==> src/verilog/prs_defs.vh <==
`ifndef PRS_DEFS_VH
`define PRS_DEFS_VH

// Register offsets in the standard and extended space.
`define PRS_OFS_BASIC_MODE 16'h0000
`define PRS_OFS_INDICATOR 16'h0018
`define PRS_OFS_GLOBAL 16'h001F
// Register offset in the PCS register space.
`define PRS_OFS_PCS_CTRL 16'h1000

// Field positions.
`define PRS_BIT_SOFT_RESET 15
`define PRS_BIT_RESTART 14
`define PRS_IND_FIELD_W 4
`define PRS_IND_OFF_BIT 3

// Reset values.
`define PRS_RST_BASIC_MODE 16'h1140
`define PRS_RST_INDICATOR 16'h3210
`define PRS_RST_GLOBAL 16'h0000
`define PRS_RST_PCS_CTRL 16'h2040

// Timing.
`define PRS_CLK_PERIOD_NS 5
`define PRS_PIN_LOW_MIN_NS 1000
`define PRS_STRAP_CYC 16
`define PRS_ACTION_CYC 8

`endif

==> src/verilog/prs_reset_led.v <==
// Notes on behaviour
// (RQ1) Indicator pin functions follow the indicator mode control register.
// (RQ2) Indicator pin levels are sampled at power up or reset, fixing polarity.
// (RQ3) A pin sampled low drives its indicator active high.
// (RQ4) A pin sampled high drives its indicator active low.
// (RQ5) The device resets itself at power up without any external reset.
// (RQ6) An external controller holds the reset pin low at least one microsecond.
// (RQ7) Hardware reset restores all register defaults and re-samples the straps.
// (RQ8) Basic mode control bit 15 resets only the standard registers.
// (RQ9) Global control bit 15 resets all circuits and all registers.
// (RQ10) Global soft reset keeps the latched strap levels.
// (RQ11) Global control bit 14 restarts circuits, registers untouched.
// (RQ12) PCS control bit 15 resets PCS-space and autoneg-space registers.
// (RQ13) A PCS-space reset is followed by a standard-register soft reset.
// (RQ14) Software leaves unmapped offsets alone; they read zero, writes ignored.
// (RQ15) Each reset or restart bit clears itself when its action ends.
`timescale 1ns/1ps
`include "prs_defs.vh"

module prs_reset_led #(
  parameter STRAP_CYC = `PRS_STRAP_CYC,
  parameter ACTION_CYC = `PRS_ACTION_CYC
) (
  // Clock and power-on reset.
  input wire mclk,
  input wire srst,
  // Hardware reset pin.
  input wire reset_n_pin,
  // Management register port.
  input wire mgmt_wr,
  input wire mgmt_rd,
  input wire mgmt_pcs_space,
  input wire [15:0] mgmt_addr,
  input wire [15:0] mgmt_wdata,
  output reg [15:0] mgmt_rdata,
  output reg mgmt_rvalid,
  // Dual-purpose indicator and strap pins.
  input wire [3:0] indicator_in,
  output reg [3:0] indicator_out,
  output reg [3:0] indicator_oe,
  // Indicator function sources from the PHY core.
  input wire [7:0] func_src,
  // Reset controls and latched strap levels toward the PHY core.
  output reg dev_hard_rst,
  output reg std_regs_rst,
  output reg global_rst,
  output reg restart,
  output reg pcs_space_rst,
  output reg [3:0] strap_level
);

  localparam [31:0] PIN_CYC32 =
    (`PRS_PIN_LOW_MIN_NS + `PRS_CLK_PERIOD_NS - 1) / `PRS_CLK_PERIOD_NS;
  localparam [8:0] PIN_CYC = PIN_CYC32[8:0];
  localparam [31:0] STRAP_LAST32 = STRAP_CYC - 1;
  localparam [31:0] ACTION_LAST32 = ACTION_CYC - 1;
  localparam [7:0] STRAP_LAST = STRAP_LAST32[7:0];
  localparam [7:0] ACTION_LAST = ACTION_LAST32[7:0];

  localparam [2:0] S_HARD = 3'h0;
  localparam [2:0] S_STRAP = 3'h1;
  localparam [2:0] S_IDLE = 3'h2;
  localparam [2:0] S_STD = 3'h3;
  localparam [2:0] S_GLB = 3'h4;
  localparam [2:0] S_RSTRT = 3'h5;
  localparam [2:0] S_PCS = 3'h6;

  reg [4:0] pin_s1;
  reg [4:0] pin_s2;
  reg [4:0] pin_s3;
  reg [4:0] pin_stable;
  reg [8:0] low_cnt;
  reg [2:0] state;
  reg [7:0] cnt;
  reg [15:0] basic_mode_control;
  reg [15:0] indicator_mode_control;
  reg [15:0] global_reset_control;
  reg [15:0] pcs_space_control;
  reg [3:0] next_indicator;
  reg [3:0] field;
  integer i;
  integer j;

  wire pin_hold = ~pin_stable[4] && (low_cnt == PIN_CYC);
  wire act_done = (cnt == ACTION_LAST);
  wire holding = ((state == S_STD) || (state == S_GLB) ||
                  (state == S_PCS)) && !act_done;
  wire wr_ok = mgmt_wr && (state != S_HARD) && (state != S_STRAP) &&
               !holding;
  wire hit_bmc = !mgmt_pcs_space && (mgmt_addr == `PRS_OFS_BASIC_MODE);
  wire hit_ind = !mgmt_pcs_space && (mgmt_addr == `PRS_OFS_INDICATOR);
  wire hit_glb = !mgmt_pcs_space && (mgmt_addr == `PRS_OFS_GLOBAL);
  wire hit_pcs = mgmt_pcs_space && (mgmt_addr == `PRS_OFS_PCS_CTRL);

  ////////////////////////////////////////////////////////////////////////////
  // Pin synchronisers. Bit 4 is the reset pin, bits 3:0 the strap pins.
  // A glitch shorter than the minimum low time is filtered out.

  always @(posedge mclk) begin
    if (srst) begin
      pin_s1 <= 5'h10;
      pin_s2 <= 5'h10;
      pin_s3 <= 5'h10;
      pin_stable <= 5'h10;
      low_cnt <= 9'h000;
    end else begin
      pin_s1 <= {reset_n_pin, indicator_in};
      pin_s2 <= pin_s1;
      pin_s3 <= pin_s2;
      for (i = 0; i < 5; i = i + 1) begin
        if (pin_s2[i] == pin_s3[i]) begin
          pin_stable[i] <= pin_s3[i];
        end
      end
      if (pin_stable[4]) begin
        low_cnt <= 9'h000;
      end else if (low_cnt != PIN_CYC) begin
        low_cnt <= low_cnt + 9'h001; // RQ6
      end
    end
  end

  ////////////////////////////////////////////////////////////////////////////
  // Reset sequencer and register file.

  always @(posedge mclk) begin
    if (srst || pin_hold) begin
      state <= S_HARD; // RQ5
      cnt <= 8'h00;
      basic_mode_control <= `PRS_RST_BASIC_MODE; // RQ7
      indicator_mode_control <= `PRS_RST_INDICATOR;
      global_reset_control <= `PRS_RST_GLOBAL;
      pcs_space_control <= `PRS_RST_PCS_CTRL;
      strap_level <= 4'h0;
    end else begin
      case (state)
        S_HARD: begin
          state <= S_STRAP;
          cnt <= 8'h00;
        end
        S_STRAP: begin
          cnt <= cnt + 8'h01;
          if (cnt == STRAP_LAST) begin
            // Pins are undriven here, so the resistor level is seen.
            strap_level <= pin_stable[3:0]; // RQ2 RQ7
            state <= S_IDLE;
          end
        end
        S_IDLE: begin
          cnt <= 8'h00;
          if (global_reset_control[`PRS_BIT_SOFT_RESET]) begin
            state <= S_GLB;
          end else if (global_reset_control[`PRS_BIT_RESTART]) begin
            state <= S_RSTRT;
          end else if (pcs_space_control[`PRS_BIT_SOFT_RESET]) begin
            state <= S_PCS;
          end else if (basic_mode_control[`PRS_BIT_SOFT_RESET]) begin
            state <= S_STD;
          end
        end
        S_STD: begin
          cnt <= cnt + 8'h01;
          basic_mode_control <= `PRS_RST_BASIC_MODE; // RQ8
          if (!act_done) begin
            basic_mode_control[`PRS_BIT_SOFT_RESET] <= 1'b1;
          end else begin
            state <= S_IDLE; // RQ15
          end
        end
        S_GLB: begin
          // Strap levels are left as they are.
          cnt <= cnt + 8'h01;
          basic_mode_control <= `PRS_RST_BASIC_MODE; // RQ9 RQ10
          indicator_mode_control <= `PRS_RST_INDICATOR;
          pcs_space_control <= `PRS_RST_PCS_CTRL;
          global_reset_control <= `PRS_RST_GLOBAL;
          if (!act_done) begin
            global_reset_control[`PRS_BIT_SOFT_RESET] <= 1'b1;
          end else begin
            state <= S_IDLE; // RQ15
          end
        end
        S_RSTRT: begin
          cnt <= cnt + 8'h01;
          if (act_done) begin
            global_reset_control[`PRS_BIT_RESTART] <= 1'b0; // RQ11 RQ15
            state <= S_IDLE;
          end
        end
        S_PCS: begin
          cnt <= cnt + 8'h01;
          pcs_space_control <= `PRS_RST_PCS_CTRL; // RQ12
          if (!act_done) begin
            pcs_space_control[`PRS_BIT_SOFT_RESET] <= 1'b1;
          end else begin
            state <= S_IDLE; // RQ15
          end
        end
        default: begin
          state <= S_IDLE;
        end
      endcase
      // Writes come last so a fresh request in a completion cycle wins.
      if (wr_ok) begin
        if (hit_bmc) begin
          basic_mode_control <= mgmt_wdata; // RQ8
        end
        if (hit_ind) begin
          indicator_mode_control <= mgmt_wdata; // RQ1
        end
        if (hit_glb) begin
          global_reset_control <= mgmt_wdata; // RQ9 RQ11
        end
        if (hit_pcs) begin
          pcs_space_control <= mgmt_wdata; // RQ12
        end
      end
      // The cascade request is set after writes so a write cannot drop it.
      if ((state == S_PCS) && act_done) begin
        basic_mode_control[`PRS_BIT_SOFT_RESET] <= 1'b1; // RQ13
      end
    end
  end

  ////////////////////////////////////////////////////////////////////////////
  // Register reads. Unmapped offsets read as zero.

  always @(posedge mclk) begin
    if (srst) begin
      mgmt_rdata <= 16'h0000;
      mgmt_rvalid <= 1'b0;
    end else begin
      mgmt_rvalid <= mgmt_rd;
      if (!mgmt_rd) begin
        mgmt_rdata <= 16'h0000;
      end else if (hit_bmc) begin
        mgmt_rdata <= basic_mode_control;
      end else if (hit_ind) begin
        mgmt_rdata <= indicator_mode_control;
      end else if (hit_glb) begin
        mgmt_rdata <= global_reset_control;
      end else if (hit_pcs) begin
        mgmt_rdata <= pcs_space_control;
      end else begin
        mgmt_rdata <= 16'h0000; // RQ14
      end
    end
  end

  ////////////////////////////////////////////////////////////////////////////
  // Indicator drivers and reset outputs.

  always @* begin
    next_indicator = 4'h0;
    field = 4'h0;
    for (j = 0; j < 4; j = j + 1) begin
      field = indicator_mode_control[j*`PRS_IND_FIELD_W +: 4];
      next_indicator[j] = func_src[field[2:0]] &
                          ~field[`PRS_IND_OFF_BIT]; // RQ1
      // A high strap makes the driver active low.
      next_indicator[j] = next_indicator[j] ^ strap_level[j]; // RQ3 RQ4
    end
  end

  always @(posedge mclk) begin
    if (srst) begin
      indicator_out <= 4'h0;
      indicator_oe <= 4'h0;
      dev_hard_rst <= 1'b1;
      std_regs_rst <= 1'b0;
      global_rst <= 1'b0;
      restart <= 1'b0;
      pcs_space_rst <= 1'b0;
    end else begin
      indicator_out <= next_indicator;
      // Drivers stay off during hard reset and strap sampling so strap resistors are not fought.
      if ((state == S_HARD) || (state == S_STRAP) || pin_hold) begin
        indicator_oe <= 4'h0; // RQ2
      end else begin
        indicator_oe <= 4'hF;
      end
      dev_hard_rst <= (state == S_HARD) || (state == S_STRAP) || pin_hold;
      std_regs_rst <= (state == S_STD);
      global_rst <= (state == S_GLB);
      restart <= (state == S_RSTRT);
      pcs_space_rst <= (state == S_PCS);
    end
  end

endmodule // prs_reset_led

==> config.mk <==
export PLATFORM = sky130hd
export DESIGN_NAME = prs_reset_led
export DESIGN_NICKNAME = d
export VERILOG_FILES = /design/src/verilog/prs_reset_led.v
export VERILOG_INCLUDE_DIRS = /design/src /design/src/verilog
export SDC_FILE = /design/constraint.sdc
export NUM_CORES = 1
export LEC_CHECK = 0
export BUFFER_PORTS_ARGS = -buffer_cell sky130_fd_sc_hd__buf_2
export CORE_ASPECT_RATIO = 0.5
export CORE_MARGIN = 2
export CORE_UTILIZATION = 40
export CTS_CLUSTER_SIZE = 20
export DETAILED_ROUTE_END_ITERATION = 12
export GPL_ROUTABILITY_DRIVEN = 0
export PLACE_DENSITY_LB_ADDON = 0.1
export SLEW_MARGIN = 20
export SYNTH_ARGS = -nofsm -noshare
export SYNTH_HDL_FRONTEND = slang
export SYNTH_SLANG_ARGS = --single-unit
==> constraint.sdc <==
create_clock -name mclk -period 3.6 [get_ports mclk]
set_input_delay 0.18 -clock mclk [delete_from_list [all_inputs] [get_ports mclk]]
set_output_delay 0.18 -clock mclk [all_outputs]
set_load 0.01 [all_outputs]
# --- After elaboration in Yosys (flattened, before gate mapping) ---
# Cells that the tools add are included.
classes:
  n_addsub: 2
  n_mul: 0
  div_mod_pow: 0
  n_lt_le_gt_ge: 4
  eq_ne: 22
  shift: 0
  mux: 38
  n_bitwise: 14
  reduce_logical: 29
op_table:
  columns: ["op", "count"]
  rows:
  - ["16-bit two-way mux", 13]
  - ["16-bit one-hot mux with 2 select lines", 2]
  - ["16-bit by 5-bit equality test with 1-bit output (second input constant)", 2]
  - ["3-bit two-way mux", 6]
  - ["16-bit by 13-bit equality test with 1-bit output (second input constant)", 1]
  - ["16-bit zero test", 1]
  - ["3-bit by 4-bit < comparator with 1-bit output (second input constant)", 4]
  - ["8-bit one-hot mux with 2 select lines", 1]
  - ["14-bit two-way mux", 1]
  - ["1-bit binary-select mux with 3-bit select", 4]
  - ["3-bit one-hot mux with 4 select lines", 1]
  - ["1-bit logical AND", 10]
  - ["9-bit by 1-bit adder with 9-bit output (second input constant)", 1]
  - ["3-bit equality test (second input constant)", 3]
  - ["9-bit by 8-bit equality test with 1-bit output (second input constant)", 1]
  - ["9-bit by 8-bit != test with 1-bit output (second input constant)", 1]
  - ["8-bit by 1-bit adder with 8-bit output (second input constant)", 1]
  - ["8-bit by 3-bit equality test with 1-bit output (second input constant)", 1]
  - ["8-bit by 4-bit equality test with 1-bit output (second input constant)", 1]
  - ["1-bit two-way mux", 8]
  - ["3-bit by 2-bit equality test with 1-bit output (second input constant)", 2]
  - ["1-bit NOT", 6]
  - ["2-bit OR reduction", 3]
  - ["1-bit equality test", 5]
  - ["18 further kinds", 30]
word_totals:
  reg_bits: 138
  latch_bits: 0
  ram_bits: 0
  rom_bits: 0
  in_bits: 50
  out_inout_bits: 34
  word_cells: 134
  memories: 0

# --- Logic depth before layout (Yosys ltp) ---
# Gate-level depths: netlist of the first run.
depth:
  ltp_word: 8
  mapped_depth: 9
  ltp_nobuf: 7

# --- Worst setup path before layout of the first run ---
# Ideal clock, no wire load.
synth_timing:
  path_kind: "register -> register"
  from: "reg cnt[3]"
  to: "reg global_reset_control[15]"
  setup_time_ps: 124
  arrival_ps: 2022
  slack_ps: 1455
  stages_incl_launch_ff: 8
  path_buffers: 2
  period_less_slack_ps: 2145
  cell_sequence: "dfxtp_1 > or4_4 > nor2_2 > o21ai_0 > or4b_1 > buf_6 > buf_12 > mux2i_1"
synth_between:
  elab_chain_cells: 6
  elab_cells_between_ends: 9
  classes_between: "1 x eq/ne; 4 x mux; 4 x reduce/logical"
synth_rtl:
  columns: ["element", "line_no", "rtl"]
  rows:
  - ["start: declaration", "prs_reset_led.v:74", "reg [7:0] cnt;"]
  - ["start signal: assignment", "prs_reset_led.v:142", "cnt <= cnt + 8'h01;"]
  - ["start signal: assignment", "prs_reset_led.v:162", "cnt <= cnt + 8'h01;"]
  - ["start signal: assignment", "prs_reset_led.v:172", "cnt <= cnt + 8'h01;"]
  - ["8-bit by 3-bit equality test with 1-bit output *", "prs_reset_led.v:85", "wire act_done = (cnt == ACTION_LAST);"]
  - ["parallel branches: the longest is 4 deep, another holds 16-bit two-way mux", null, null]
  - ["16-bit two-way mux *", "prs_reset_led.v:204", "if (wr_ok) begin"]
  - ["end signal: assignment", "prs_reset_led.v:132", "global_reset_control <= `PRS_RST_GLOBAL;"]
  - ["end signal: assignment", "prs_reset_led.v:176", "global_reset_control <= `PRS_RST_GLOBAL;"]
  - ["end signal: assignment", "prs_reset_led.v:212", "global_reset_control <= mgmt_wdata;"]
  - ["end: declaration", "prs_reset_led.v:77", "reg [15:0] global_reset_control;"]
# Mark *: on every way between the ends.
# A chain may end at the register's enable or synchronous reset.

# --- Worst setup path in the final report of the first run ---
layout_timing:
  from: "reg cnt[3]"
  to: "reg indicator_mode_control[13]"
layout_between:
  elab_chain_cells: 6
layout_rtl:
  columns: ["element", "line_no", "rtl"]
  rows:
  - ["8-bit by 3-bit equality test with 1-bit output", "prs_reset_led.v:85", null]
  - ["1-bit zero test", null, null]
  - ["1-bit logical AND", "prs_reset_led.v:87", "(state == S_PCS)) && !act_done;"]
  - ["1-bit zero test", "prs_reset_led.v:89", "!holding;"]
  - ["1-bit logical AND", "prs_reset_led.v:88", "wire wr_ok = mgmt_wr && (state != S_HARD) && (state != S_STRAP) &&"]
  - ["16-bit two-way mux", "prs_reset_led.v:204", null]
  - ["end signal: assignment", "prs_reset_led.v:131", "indicator_mode_control <= `PRS_RST_INDICATOR;"]
  - ["end signal: assignment", "prs_reset_led.v:174", "indicator_mode_control <= `PRS_RST_INDICATOR;"]
  - ["end signal: assignment", "prs_reset_led.v:209", "indicator_mode_control <= mgmt_wdata;"]
  - ["end: declaration", "prs_reset_led.v:76", "reg [15:0] indicator_mode_control;"]
# No other way between the ends.

==> results of run 1 <==
-- cell families after synthesis --
logic type,count (synthesis),synth area share [%]
xor+xnor,12,1.79
fa+ha+maj,4,0.809
flops,135,46.0
compound gates,148,15.3
simple gates,234,20.1
buf+inv,63,4.94
mux,55,11.1
-- path summary, 6_finish.rpt --
check                               end  slack [ns]  depth (start not counted)
max          indicator_mode_control[13]        0.89                          5
min           indicator_mode_control[6]        0.05                          3
max reg2reg  indicator_mode_control[13]        0.89                          5
min reg2reg                   pin_s2[4]        0.42                          1
-- stage by stage --
stage          util [%]  area (um^2)  cells  hold WS [ns]  power [mW]
2_1_floorplan         -         5880    651         0.284        1.65
3_3_place_gp       44.9         6460    900         0.366        1.73
3_5_place_dp       44.9         6460    900         0.368        1.73
4_1_cts            49.6         7140    937        0.0399        3.57
5_1_grt            49.6         7140    937        0.0464        3.67
6_report           49.6         7140    937        0.0511        3.54
-- registers in the layout (all words and copies together) (netlist names), 5 cells and up --
| register | cells |
|---|---|
| pin_stable | 5 |
| pin_s2 | 5 |
| low_cnt | 9 |
| basic_mode_control | 16 |
| pcs_space_control | 16 |
| mgmt_rdata | 16 |
| pin_s1 | 5 |
| cnt | 8 |
| pin_s3 | 5 |
| indicator_mode_control | 16 |
| global_reset_control | 16 |
-- per-layer routing --
metal,up-vias,global-route usage [%]
met5,-,0
met4,0,7.29
met3,21,4.31
met2,163,33.8
met1,2435,31.5
li1,2487,-
-- critical path, cell delays in order, from the launching register on --
cell and delay, ns:
sky130_fd_sc_hd__dfxtp_1 0.36, sky130_fd_sc_hd__or4_4 0.54, sky130_fd_sc_hd__o21ai_1 0.21, sky130_fd_sc_hd__o2111ai_2 0.42, sky130_fd_sc_hd__or3_1 0.82, sky130_fd_sc_hd__mux2i_1 0.21
-- cells in the final DEF (no fill, tap or decap), types with 3 or more instances in the layout --
cell and n:
sky130_fd_sc_hd__mux4_2 8, sky130_fd_sc_hd__dfxtp_1 135, sky130_fd_sc_hd__xnor2_1 4, sky130_fd_sc_hd__nand3b_1 3
sky130_fd_sc_hd__nor2_1 50, sky130_fd_sc_hd__nand2_1 68, sky130_fd_sc_hd__inv_1 12, sky130_fd_sc_hd__o211ai_1 27
sky130_fd_sc_hd__buf_4 19, sky130_fd_sc_hd__o21ai_1 19, sky130_fd_sc_hd__dlygate4sd3_1 5, sky130_fd_sc_hd__clkbuf_16 17
sky130_fd_sc_hd__nand3_1 27, sky130_fd_sc_hd__or2_2 5, sky130_fd_sc_hd__and3_1 21, sky130_fd_sc_hd__nor3_1 10
sky130_fd_sc_hd__nor2b_1 15, sky130_fd_sc_hd__o221ai_1 16, sky130_fd_sc_hd__ha_1 3, sky130_fd_sc_hd__nor4_1 5
sky130_fd_sc_hd__or4_4 3, sky130_fd_sc_hd__clkinv_4 3, sky130_fd_sc_hd__a21oi_1 49, sky130_fd_sc_hd__mux2i_1 47
sky130_fd_sc_hd__or3_1 7, sky130_fd_sc_hd__xor2_1 8, sky130_fd_sc_hd__bufinv_16 3, sky130_fd_sc_hd__o21ai_0 27
sky130_fd_sc_hd__inv_6 7, sky130_fd_sc_hd__buf_2 83, sky130_fd_sc_hd__nand2b_1 3
-- layout make-up --
type	instances	area [um^2]
Timing Repair Buffer	107	608
Tap cell	198	248
Sequential cell	135	2700
Clock inverter	14	185
Fill cell	1386	7250
Clock buffer	18	439
Multi-Input combinational cell	453	2910
Inverter	12	45.0
-- power by group --
part | leakage (nW) | switching [mW] | total (mW) | internal (mW)
logic | 1.60 | 0.117 | 0.188 | 0.0715
registers | 1.09 | 0.00580 | 1.51 | 1.51
clock network | 0.303 | 0.708 | 1.84 | 1.13
total | 3.00 | 0.830 | 3.54 | 2.71
-- timing repair --
item / CTS / global route
setup endpoints to repair: 0 / 0
resized for setup: 0 / 0
endpoints found under the hold margin: 5 / 0
setup buffers: 0 / 0
hold buffers: 5 / 0
==> results.ini, run 1 <==
[worst_setup_path]
worst_setup_path_startpoint=cnt[3]
worst-endpoint-arrival_ns=2.98
cp_launch_type=register
required_ns=3.87
worstSetupEndpointType=register
setup.worst_path.class=register to register
worstPathMaxFanout=16
timing.rr.start=cnt[3]

[status]
run_status=complete, no violations

[clock_tree]
cts_inserted_buffers=17
clkSlewWorstSetupHoldPaths_ns=0.06
cts.root.buffer_cell=sky130_fd_sc_hd__clkbuf_16
clock_sinks=135
max_root_sink_buffers=2
cts_tree=yes
clk_latency_ns=0.42
htree_levels=4

[job]
maxCapViolations=0

[logic_synthesis]
syn-instance-count=651
synth.most_common_cell=sky130_fd_sc_hd__dfxtp_1
yosys_warnings=0
avgSynthCellArea_um2=9.03
mappedNetlistNets=704
mappedNetlistArea_um2=5880
synth_flop_cell=sky130_fd_sc_hd__dfxtp_1
post_synth_most_frequent_cells=sky130_fd_sc_hd__dfxtp_1 (135), sky130_fd_sc_hd__nand2_1 (68), sky130_fd_sc_hd__nor2_1 (50)
synth-seq-area-share_pct=46.0
synth_cell_types=51
post-synth-top-area-cell=sky130_fd_sc_hd__dfxtp_1
yosysTopAreaCellShare_pct=46.0
synth-async-reset-ratio_pct=0
count_of_flip_flops_with_a_built_in_enable_after_synthesis=0
synth_area_leaders=sky130_fd_sc_hd__dfxtp_1 (46%), sky130_fd_sc_hd__mux2i_1 (8.0%), sky130_fd_sc_hd__nand2_1 (4.3%)
postSynthRegisterBits=135

[power_and_ir_drop]
vdd_ir_drop_max_uv=302
static-leakage-power_nw=3.00
powerDensity_nw_per_um2=496

[route]
viasPerCell=5.45
postRouteAntennaNets=0
dr_wl_met3_um=860
wire_per_inst_um=18.1
routed-wl-met2_mm=7.44
wirelength_routed_mm=17.0
drt_pass1_iterations=5
number_of_remaining_drc_errors=0
drt-initial-drc-count=375
routed-via-count=5106
maxUsedRoutingLayer=met4
drt-met1-wl_mm=8.41

[sta]
max_freq_mhz=369
max_slew.worst_pin.slew_ns=1.09
final.period_utilization_pct=75.3
clock_skew_ns=0.00765
final_hold_violation_count=0
rsz0062_at_grt=no
fin_ws_ns=0.889
setup-tns-final_ns=0
final-max-slew-violation-count=0
final_setup_fails=0
layout_min_cycle_time_ns=2.71
worst_slew_margin_rel_pct=27.3

[die]
core-area_um2=14400
placementRows=31
chipHeight_um=89.7
fp.dieW_um=175
io_pins=84
initial_utilization_pct=40.8
design.die.area_um2=15700

[final_layout]
antenna_cells=0
final_layout_size_suffix_gt1_share_pct=21.1
area_growth_from_synthesis_to_final_layout_pct=21.5
final_net_count=779

[grt]
grt.total_usage_pct=22.2
overflow=0
number_of_global_route_vias_before_repair=4909
grt_antenna_before_repair=0
grt_pass1_wl_mm=27.1
largest_net_degree_at_the_start_of_global_routing=30

[min_path]
timing.hold.worst.start=mgmt_wdata[6]
hold_path_class=primary input to register

[placement]
pre_cts_ws_ns=0.877
number_of_input_and_output_port_buffers_inserted=83
detailedPlacementHpwl_mm=11.1

Power figures use the tool's default switching activity.
==> run 2, diff against run 1 <==
--- a/config.mk
+++ b/config.mk
@@ -6,6 +6,7 @@
 export SDC_FILE = /design/constraint.sdc
 export NUM_CORES = 1
 export LEC_CHECK = 0
+export ABC_AREA = 1
 export BUFFER_PORTS_ARGS = -buffer_cell sky130_fd_sc_hd__buf_2
 export CORE_ASPECT_RATIO = 0.5
 export CORE_MARGIN = 2
==> constraint.sdc (replaced) <==
create_clock -name mclk -period 2.75 [get_ports mclk]
set_input_delay 0.1375 -clock mclk [delete_from_list [all_inputs] [get_ports mclk]]
set_output_delay 0.1375 -clock mclk [all_outputs]
set_load 0.01 [all_outputs]
==> run 2 against run 1 <==
Effect of this change:
- global-route usage rose by 0.12 points
- largest power group unchanged
- largest cell class unchanged
- flip-flop and latch count unchanged
- clock skew increased by 0.0047 ns
- register-to-register slack got worse by 0.15 ns
- hold slack worse by 0.024 ns
- via count grew 13%
- clock-buffer cell count down 1
==> results.ini, run 2 <==
[status]
run_status=complete, no violations

[worst_setup_path]
worstSetupEndpointType=register
setup.worst_path.class=register to register
worst-endpoint-arrival_ns=2.32
timing.rr.start=state[2]
worst_setup_path_startpoint=state[2]
required_ns=3.06
reg2regPathDepth=9
worstPathMaxFanout=14
cp_launch_type=register
crit-reg2reg-capture=cnt[2]
rrSetupSlack_ns=0.74

[sta]
final_hold_violation_count=0
clock_skew_ns=0.0123
worst_slew_margin_rel_pct=45.5
final_setup_fails=0
setup-tns-final_ns=0
rsz0062_at_grt=no
max_freq_mhz=497
max_slew.worst_pin.slew_ns=0.816
layout_min_cycle_time_ns=2.01
final-max-slew-violation-count=0
final.period_utilization_pct=73.1

[route]
postRouteAntennaNets=0
drt_pass1_iterations=5
routed-via-count=5750
wirelength_routed_mm=17.6
number_of_remaining_drc_errors=0
viasPerCell=5.12
drt-initial-drc-count=398
wire_per_inst_um=15.7

[die]
io_pins=84
initial_utilization_pct=41.5
core-area_um2=14600
chipHeight_um=91.1
fp.dieW_um=178
placementRows=31
design.die.area_um2=16200

[power_and_ir_drop]
power_switching_mw=1.38
p_int_mw=3.47
vdd_ir_drop_max_uv=379
relative_contribution_of_sequential_cells_to_total_power_pct=42.3
powerDensity_nw_per_um2=670
power_frac_clock_pct=47.6
swShare_pct=28.4
power.combinational.fraction_pct=10.0
static-leakage-power_nw=3.00

[logic_synthesis]
synth.most_common_cell=sky130_fd_sc_hd__nor2_1
synth-seq-area-share_pct=44.6
mappedNetlistArea_um2=6070
post-synth-top-area-cell=sky130_fd_sc_hd__dfxtp_1
synth_area_leaders=sky130_fd_sc_hd__dfxtp_1 (45%), sky130_fd_sc_hd__nor2_1 (9.8%), sky130_fd_sc_hd__nand2_1 (7.2%)
yosysTopAreaCellShare_pct=44.6
count_of_flip_flops_with_a_built_in_enable_after_synthesis=0
synth-async-reset-ratio_pct=0
syn-instance-count=838
postSynthRegisterBits=135
avgSynthCellArea_um2=7.24
synth_cell_types=36
synth_flop_cell=sky130_fd_sc_hd__dfxtp_1
post_synth_most_frequent_cells=sky130_fd_sc_hd__nor2_1 (159), sky130_fd_sc_hd__dfxtp_1 (135), sky130_fd_sc_hd__nand2_1 (117)
mappedNetlistNets=891
yosys_warnings=0

[final_layout]
antenna_cells=0
multi_input_comb_area_um2=2860
fill_cells=1474
cell_area_after_layout_um2=7240
mostFrequentLayoutCells=sky130_fd_sc_hd__nor2_1 (159), sky130_fd_sc_hd__dfxtp_1 (135), sky130_fd_sc_hd__nand2_1 (117), sky130_fd_sc_hd__buf_2 (83), sky130_fd_sc_hd__a21oi_1 (76)
register_area_um2=2700
area_growth_from_synthesis_to_final_layout_pct=19.3
final_layout_size_suffix_gt1_share_pct=16.6
final_net_count=964
most_common_cell_after_layout_fill_and_taps_aside=sky130_fd_sc_hd__nor2_1

[clock_tree]
postCtsSetupRepairBufs=0
cts_tree=yes
max_root_sink_buffers=2
clock_sinks=135
clkSlewWorstSetupHoldPaths_ns=0.07
htree_levels=4
cts_inserted_buffers=17
cts.root.buffer_cell=sky130_fd_sc_hd__clkbuf_16
clk_latency_ns=0.42

[grt]
number_of_global_route_vias_before_repair=5260
largest_net_degree_at_the_start_of_global_routing=60
grt_pass1_wl_mm=28.1
overflow=0
grt.total_usage_pct=22.3
grt_antenna_before_repair=0

[min_path]
timing.hold.worst.start=mgmt_wdata[5]
hold_path_class=primary input to register
worst_hold_path.num_cells=3
hold_end=basic_mode_control[5]

[placement]
detailedPlacementHpwl_mm=12.0
number_of_input_and_output_port_buffers_inserted=83
place_area_um2=6570

[job]
maxCapViolations=0

==> run 2: worst max path at each step <==
stage                                  endpoint  slack, ns  cells past startpoint
after global placement                   cnt[2]       0.75                      9
after detailed placement   pcs_space_control[2]       0.77                      9
after CTS                 pcs_space_control[10]       0.73                      9
after global routing                     cnt[2]       0.50                      9
final                                    cnt[2]       0.74                      9
after floorplan           basic_mode_control[6]       1.09                     12
==> run 2: cell families (layout without fill, tap and decap cells) <==
family,count (synthesis),in the layout,share of synthesized area [%]
AO/OA/AOI/OAI,190,190,17.2
AND/OR/NAND/NOR,395,395,28.9
XOR/XNOR,3,3,0.433
adder cells (fa/ha/maj),3,3,0.619
flip-flops,135,135,44.6
buffers and inverters,112,198,8.23
==> run 2: repair_timing <==
item | 4_1_cts | 5_1_grt
resized for setup | 0 | 0
endpoints found under the hold margin | 7 | 0
hold buffers | 6 | 0
==> run 2: metal layers <==
| layer | up-vias | global-route usage (%) | wire length [um] | part of all wire (%) |
|---|---|---|---|---|
| li1 | 2940 | - | - | - |
| met1 | 2639 | 31.1 | 8580 | 49 |
| met2 | 153 | 33.4 | 7620 | 43 |
| met3 | 18 | 6.20 | 1170 | 6.7 |
| met4 | 0 | 6.76 | 241 | 1.4 |
| met5 | - | 0 | 0 | 0 |
==> run 2: power groups by stage <==
stage	logic [mW]	registers, mW	clock network, mW
CTS	0.487	2.05	2.35
global placement	0.476	2.10	0
floorplan	0.341	2.08	0
detailed placement	0.478	2.10	0
global route	0.546	2.06	2.45
finish	0.487	2.05	2.31
==> run 2: cell type report <==
| class | instances | share of cell area, % |
|---|---|---|
| multi-input cells | 591 | 39.6 |
| flip-flops and latches | 135 | 37.3 |
| repair buffers | 103 | 8.02 |
| clock buffers | 17 | 5.88 |
| well taps | 198 | 3.42 |
| inverters | 63 | 3.30 |
| clock inverters | 15 | 2.47 |
==> run 2: stage by stage <==
stage / hold WS, ns / utilization, % / setup WS [ns] / power [mW] / instances
CTS: 0.00763 / 49.5 / 0.728 / 4.89 / 1122
global placement: 0.329 / 45.0 / 0.752 / 2.57 / 1084
floorplan: 0.241 / - / 1.09 / 2.42 / 838
detailed placement: 0.329 / 45.0 / 0.765 / 2.57 / 1084
finish: 0.0274 / 49.5 / 0.739 / 4.85 / 1122
global route: 0.0167 / 49.5 / 0.504 / 5.06 / 1122
==> run 2: critical path, stage by stage (launching register included) <==
cell and delay, ns:
sky130_fd_sc_hd__dfxtp_1 0.47, sky130_fd_sc_hd__inv_2 0.09, sky130_fd_sc_hd__nor2_4 0.20, sky130_fd_sc_hd__inv_1 0.31, sky130_fd_sc_hd__nand2_1 0.35, sky130_fd_sc_hd__inv_1 0.09, sky130_fd_sc_hd__nand2_1 0.10, sky130_fd_sc_hd__inv_1 0.08
sky130_fd_sc_hd__a22oi_1 0.15, sky130_fd_sc_hd__nor2_1 0.06
==> run 3, diff against run 2 <==
==> constraint.sdc (replaced) <==
create_clock -name mclk -period 1.9 [get_ports mclk]
set_input_delay 0.095 -clock mclk [delete_from_list [all_inputs] [get_ports mclk]]
set_output_delay 0.095 -clock mclk [all_outputs]
set_load 0.01 [all_outputs]
==> run 3 against run 2 <==
Effect of this change:
- routed wire length barely moved
- flip-flop and latch count stayed put
- cell area is 5.9% higher
- total power rose by 48%
- setup slack worse by 0.60 ns
- first-iteration DRC count increased by 1.3%
- combinational power is 75% higher
- maximum frequency increased by 14%
- largest cell class unchanged
==> results.ini, run 3 (same netlist as run 2, synthesis figures left out) <==
[clock_tree]
cts_tree=yes
clk_latency_ns=0.42
max_root_sink_buffers=2
htree_levels=4
clkSlewWorstSetupHoldPaths_ns=0.07
cts.root.buffer_cell=sky130_fd_sc_hd__clkbuf_16
cts_inserted_buffers=17
clock_sinks=135

[worst_setup_path]
worstPathMaxFanout=14
worstSetupEndpointType=register
critical_path_buf_inv_count=2
critPathTopFamily=simple AND/OR/NAND/NOR gates
worst-endpoint-arrival_ns=2.08
cp_launch_type=register
required_ns=2.21
crit_path_max_incr_delay_ns=0.34
critical_path.most_common_cell=sky130_fd_sc_hd__nor2_4
critPathSlowestCell=sky130_fd_sc_hd__dfxtp_2
setup.worst_path.class=register to register
crit_chain=ha_2 > nand2_2 > inv_1 > nand2_1 > nor2_4 > nor2_2 > nor2_4 > nand2_4 > buf_12 > o21ai_0 > nor2_1

[die]
core-area_um2=14600
chipHeight_um=91.1
fp.dieW_um=178
placementRows=31
design.die.area_um2=16200
io_pins=84
initial_utilization_pct=41.5

[sta]
final_setup_fails=0
clock_skew_ns=0.0128
max_slew.worst_pin.slew_ns=0.460
final-max-slew-violation-count=0
rsz0062_at_grt=yes
setup-tns-final_ns=0
final.period_utilization_pct=92.9
final_hold_violation_count=0
worst_slew_margin_rel_pct=69.0
layout_min_cycle_time_ns=1.77
max_freq_mhz=566

[route]
drt_pass1_iterations=5
drt-initial-drc-count=403
viasPerCell=5.16
number_of_remaining_drc_errors=0
wirelength_routed_mm=17.6
wire_per_inst_um=15.2
routed-via-count=5974
postRouteAntennaNets=0

[grt]
grt.total_usage_pct=21.9
grt_pass1_wl_mm=27.8
overflow=0
grt_antenna_before_repair=0
number_of_global_route_vias_before_repair=5288
largest_net_degree_at_the_start_of_global_routing=60

[power_and_ir_drop]
vdd_ir_drop_max_uv=463
static-leakage-power_nw=3.21
powerDensity_nw_per_um2=938

[final_layout]
multi_input_comb_area_um2=2930
register_area_um2=2710
most_common_cell_after_layout_fill_and_taps_aside=sky130_fd_sc_hd__nor2_1
final_net_count=999
final_util_pct=52.4
finalNonFillerCells=1157
antenna_cells=0
mostFrequentLayoutCells=sky130_fd_sc_hd__nor2_1 (159), sky130_fd_sc_hd__dfxtp_1 (133), sky130_fd_sc_hd__nand2_1 (116), sky130_fd_sc_hd__buf_2 (83), sky130_fd_sc_hd__a21oi_1 (76)
final_layout_size_suffix_gt1_share_pct=18.9
area_growth_from_synthesis_to_final_layout_pct=26.3
fill_cells=1467

[min_path]
hold_path_class=primary input to register

[job]
maxCapViolations=0

[placement]
detailedPlacementHpwl_mm=12.1
dpl.cell_count=1099
number_of_input_and_output_port_buffers_inserted=83

[status]
run_status=complete, no violations

run 3: worst paths after layout:
path / startpoint / to / slack (ns) / depth (start not counted)
setup / recovery: cnt[1] / pcs_space_control[1] / 0.13 / 11
hold / removal: mgmt_wdata[3] / global_reset_control[3] / 0.02 / 3
setup reg to reg: cnt[1] / pcs_space_control[1] / 0.13 / 11
hold reg to reg: pin_s1[1] / pin_s2[1] / 0.41 / 2
run 3: tightest hold or removal path, stage by stage:
cell and delay, ns:
sky130_fd_sc_hd__buf_2 0.16, sky130_fd_sc_hd__o21ai_2 0.07, sky130_fd_sc_hd__nor2_1 0.07
run 3: timing repair:
action,in CTS,in global routing
resized for setup,1,45
endpoints found under the setup margin,11,55
hold endpoints to repair,25,0
setup buffers,0,4
hold buffers,19,0
pin swaps,0,1
gates cloned,0,3
run 3: power breakdown:
group,internal (mW),switching (mW)
Sequential,2.91,0.0654
Combinational,0.331,0.519
Clock,1.89,1.48
Total,5.13,2.06
run 3: metrics by stage:
| stage | total power, mW | hold WS [ns] | setup slack [ns] | instance area [um^2] |
|---|---|---|---|---|
| floorplan | 3.51 | 0.199 | 0.237 | 6070 |
| global placement | 3.75 | 0.294 | 0.0629 | 6740 |
| detailed placement | 3.76 | 0.287 | -0.00673 | 6740 |
| CTS | 7.16 | 0.0117 | 0.0260 | 7530 |
| global route | 7.47 | 0.0335 | -0.00200 | 7660 |
| finish | 7.19 | 0.0157 | 0.134 | 7660 |
run 3: layout make-up:
cell class | instances | area share, %
flip-flops and latches | 135 | 35.3
repair inverters | 1 | 0.114
clock buffers | 17 | 5.55
repair buffers | 135 | 11.9
clock inverters | 15 | 2.30
well taps | 198 | 3.23
multi-input cells | 593 | 38.3
inverters | 63 | 3.30
run 3: routing by layer:
layer  GRT usage (%)  vias up  part of all wire [%]
li1                -     3008                     -
met1            31.1     2780                    48
met4            5.87        0                  0.95
met2            34.0      172                    44
met3            3.98       14                   6.2
met5               0        -                     0
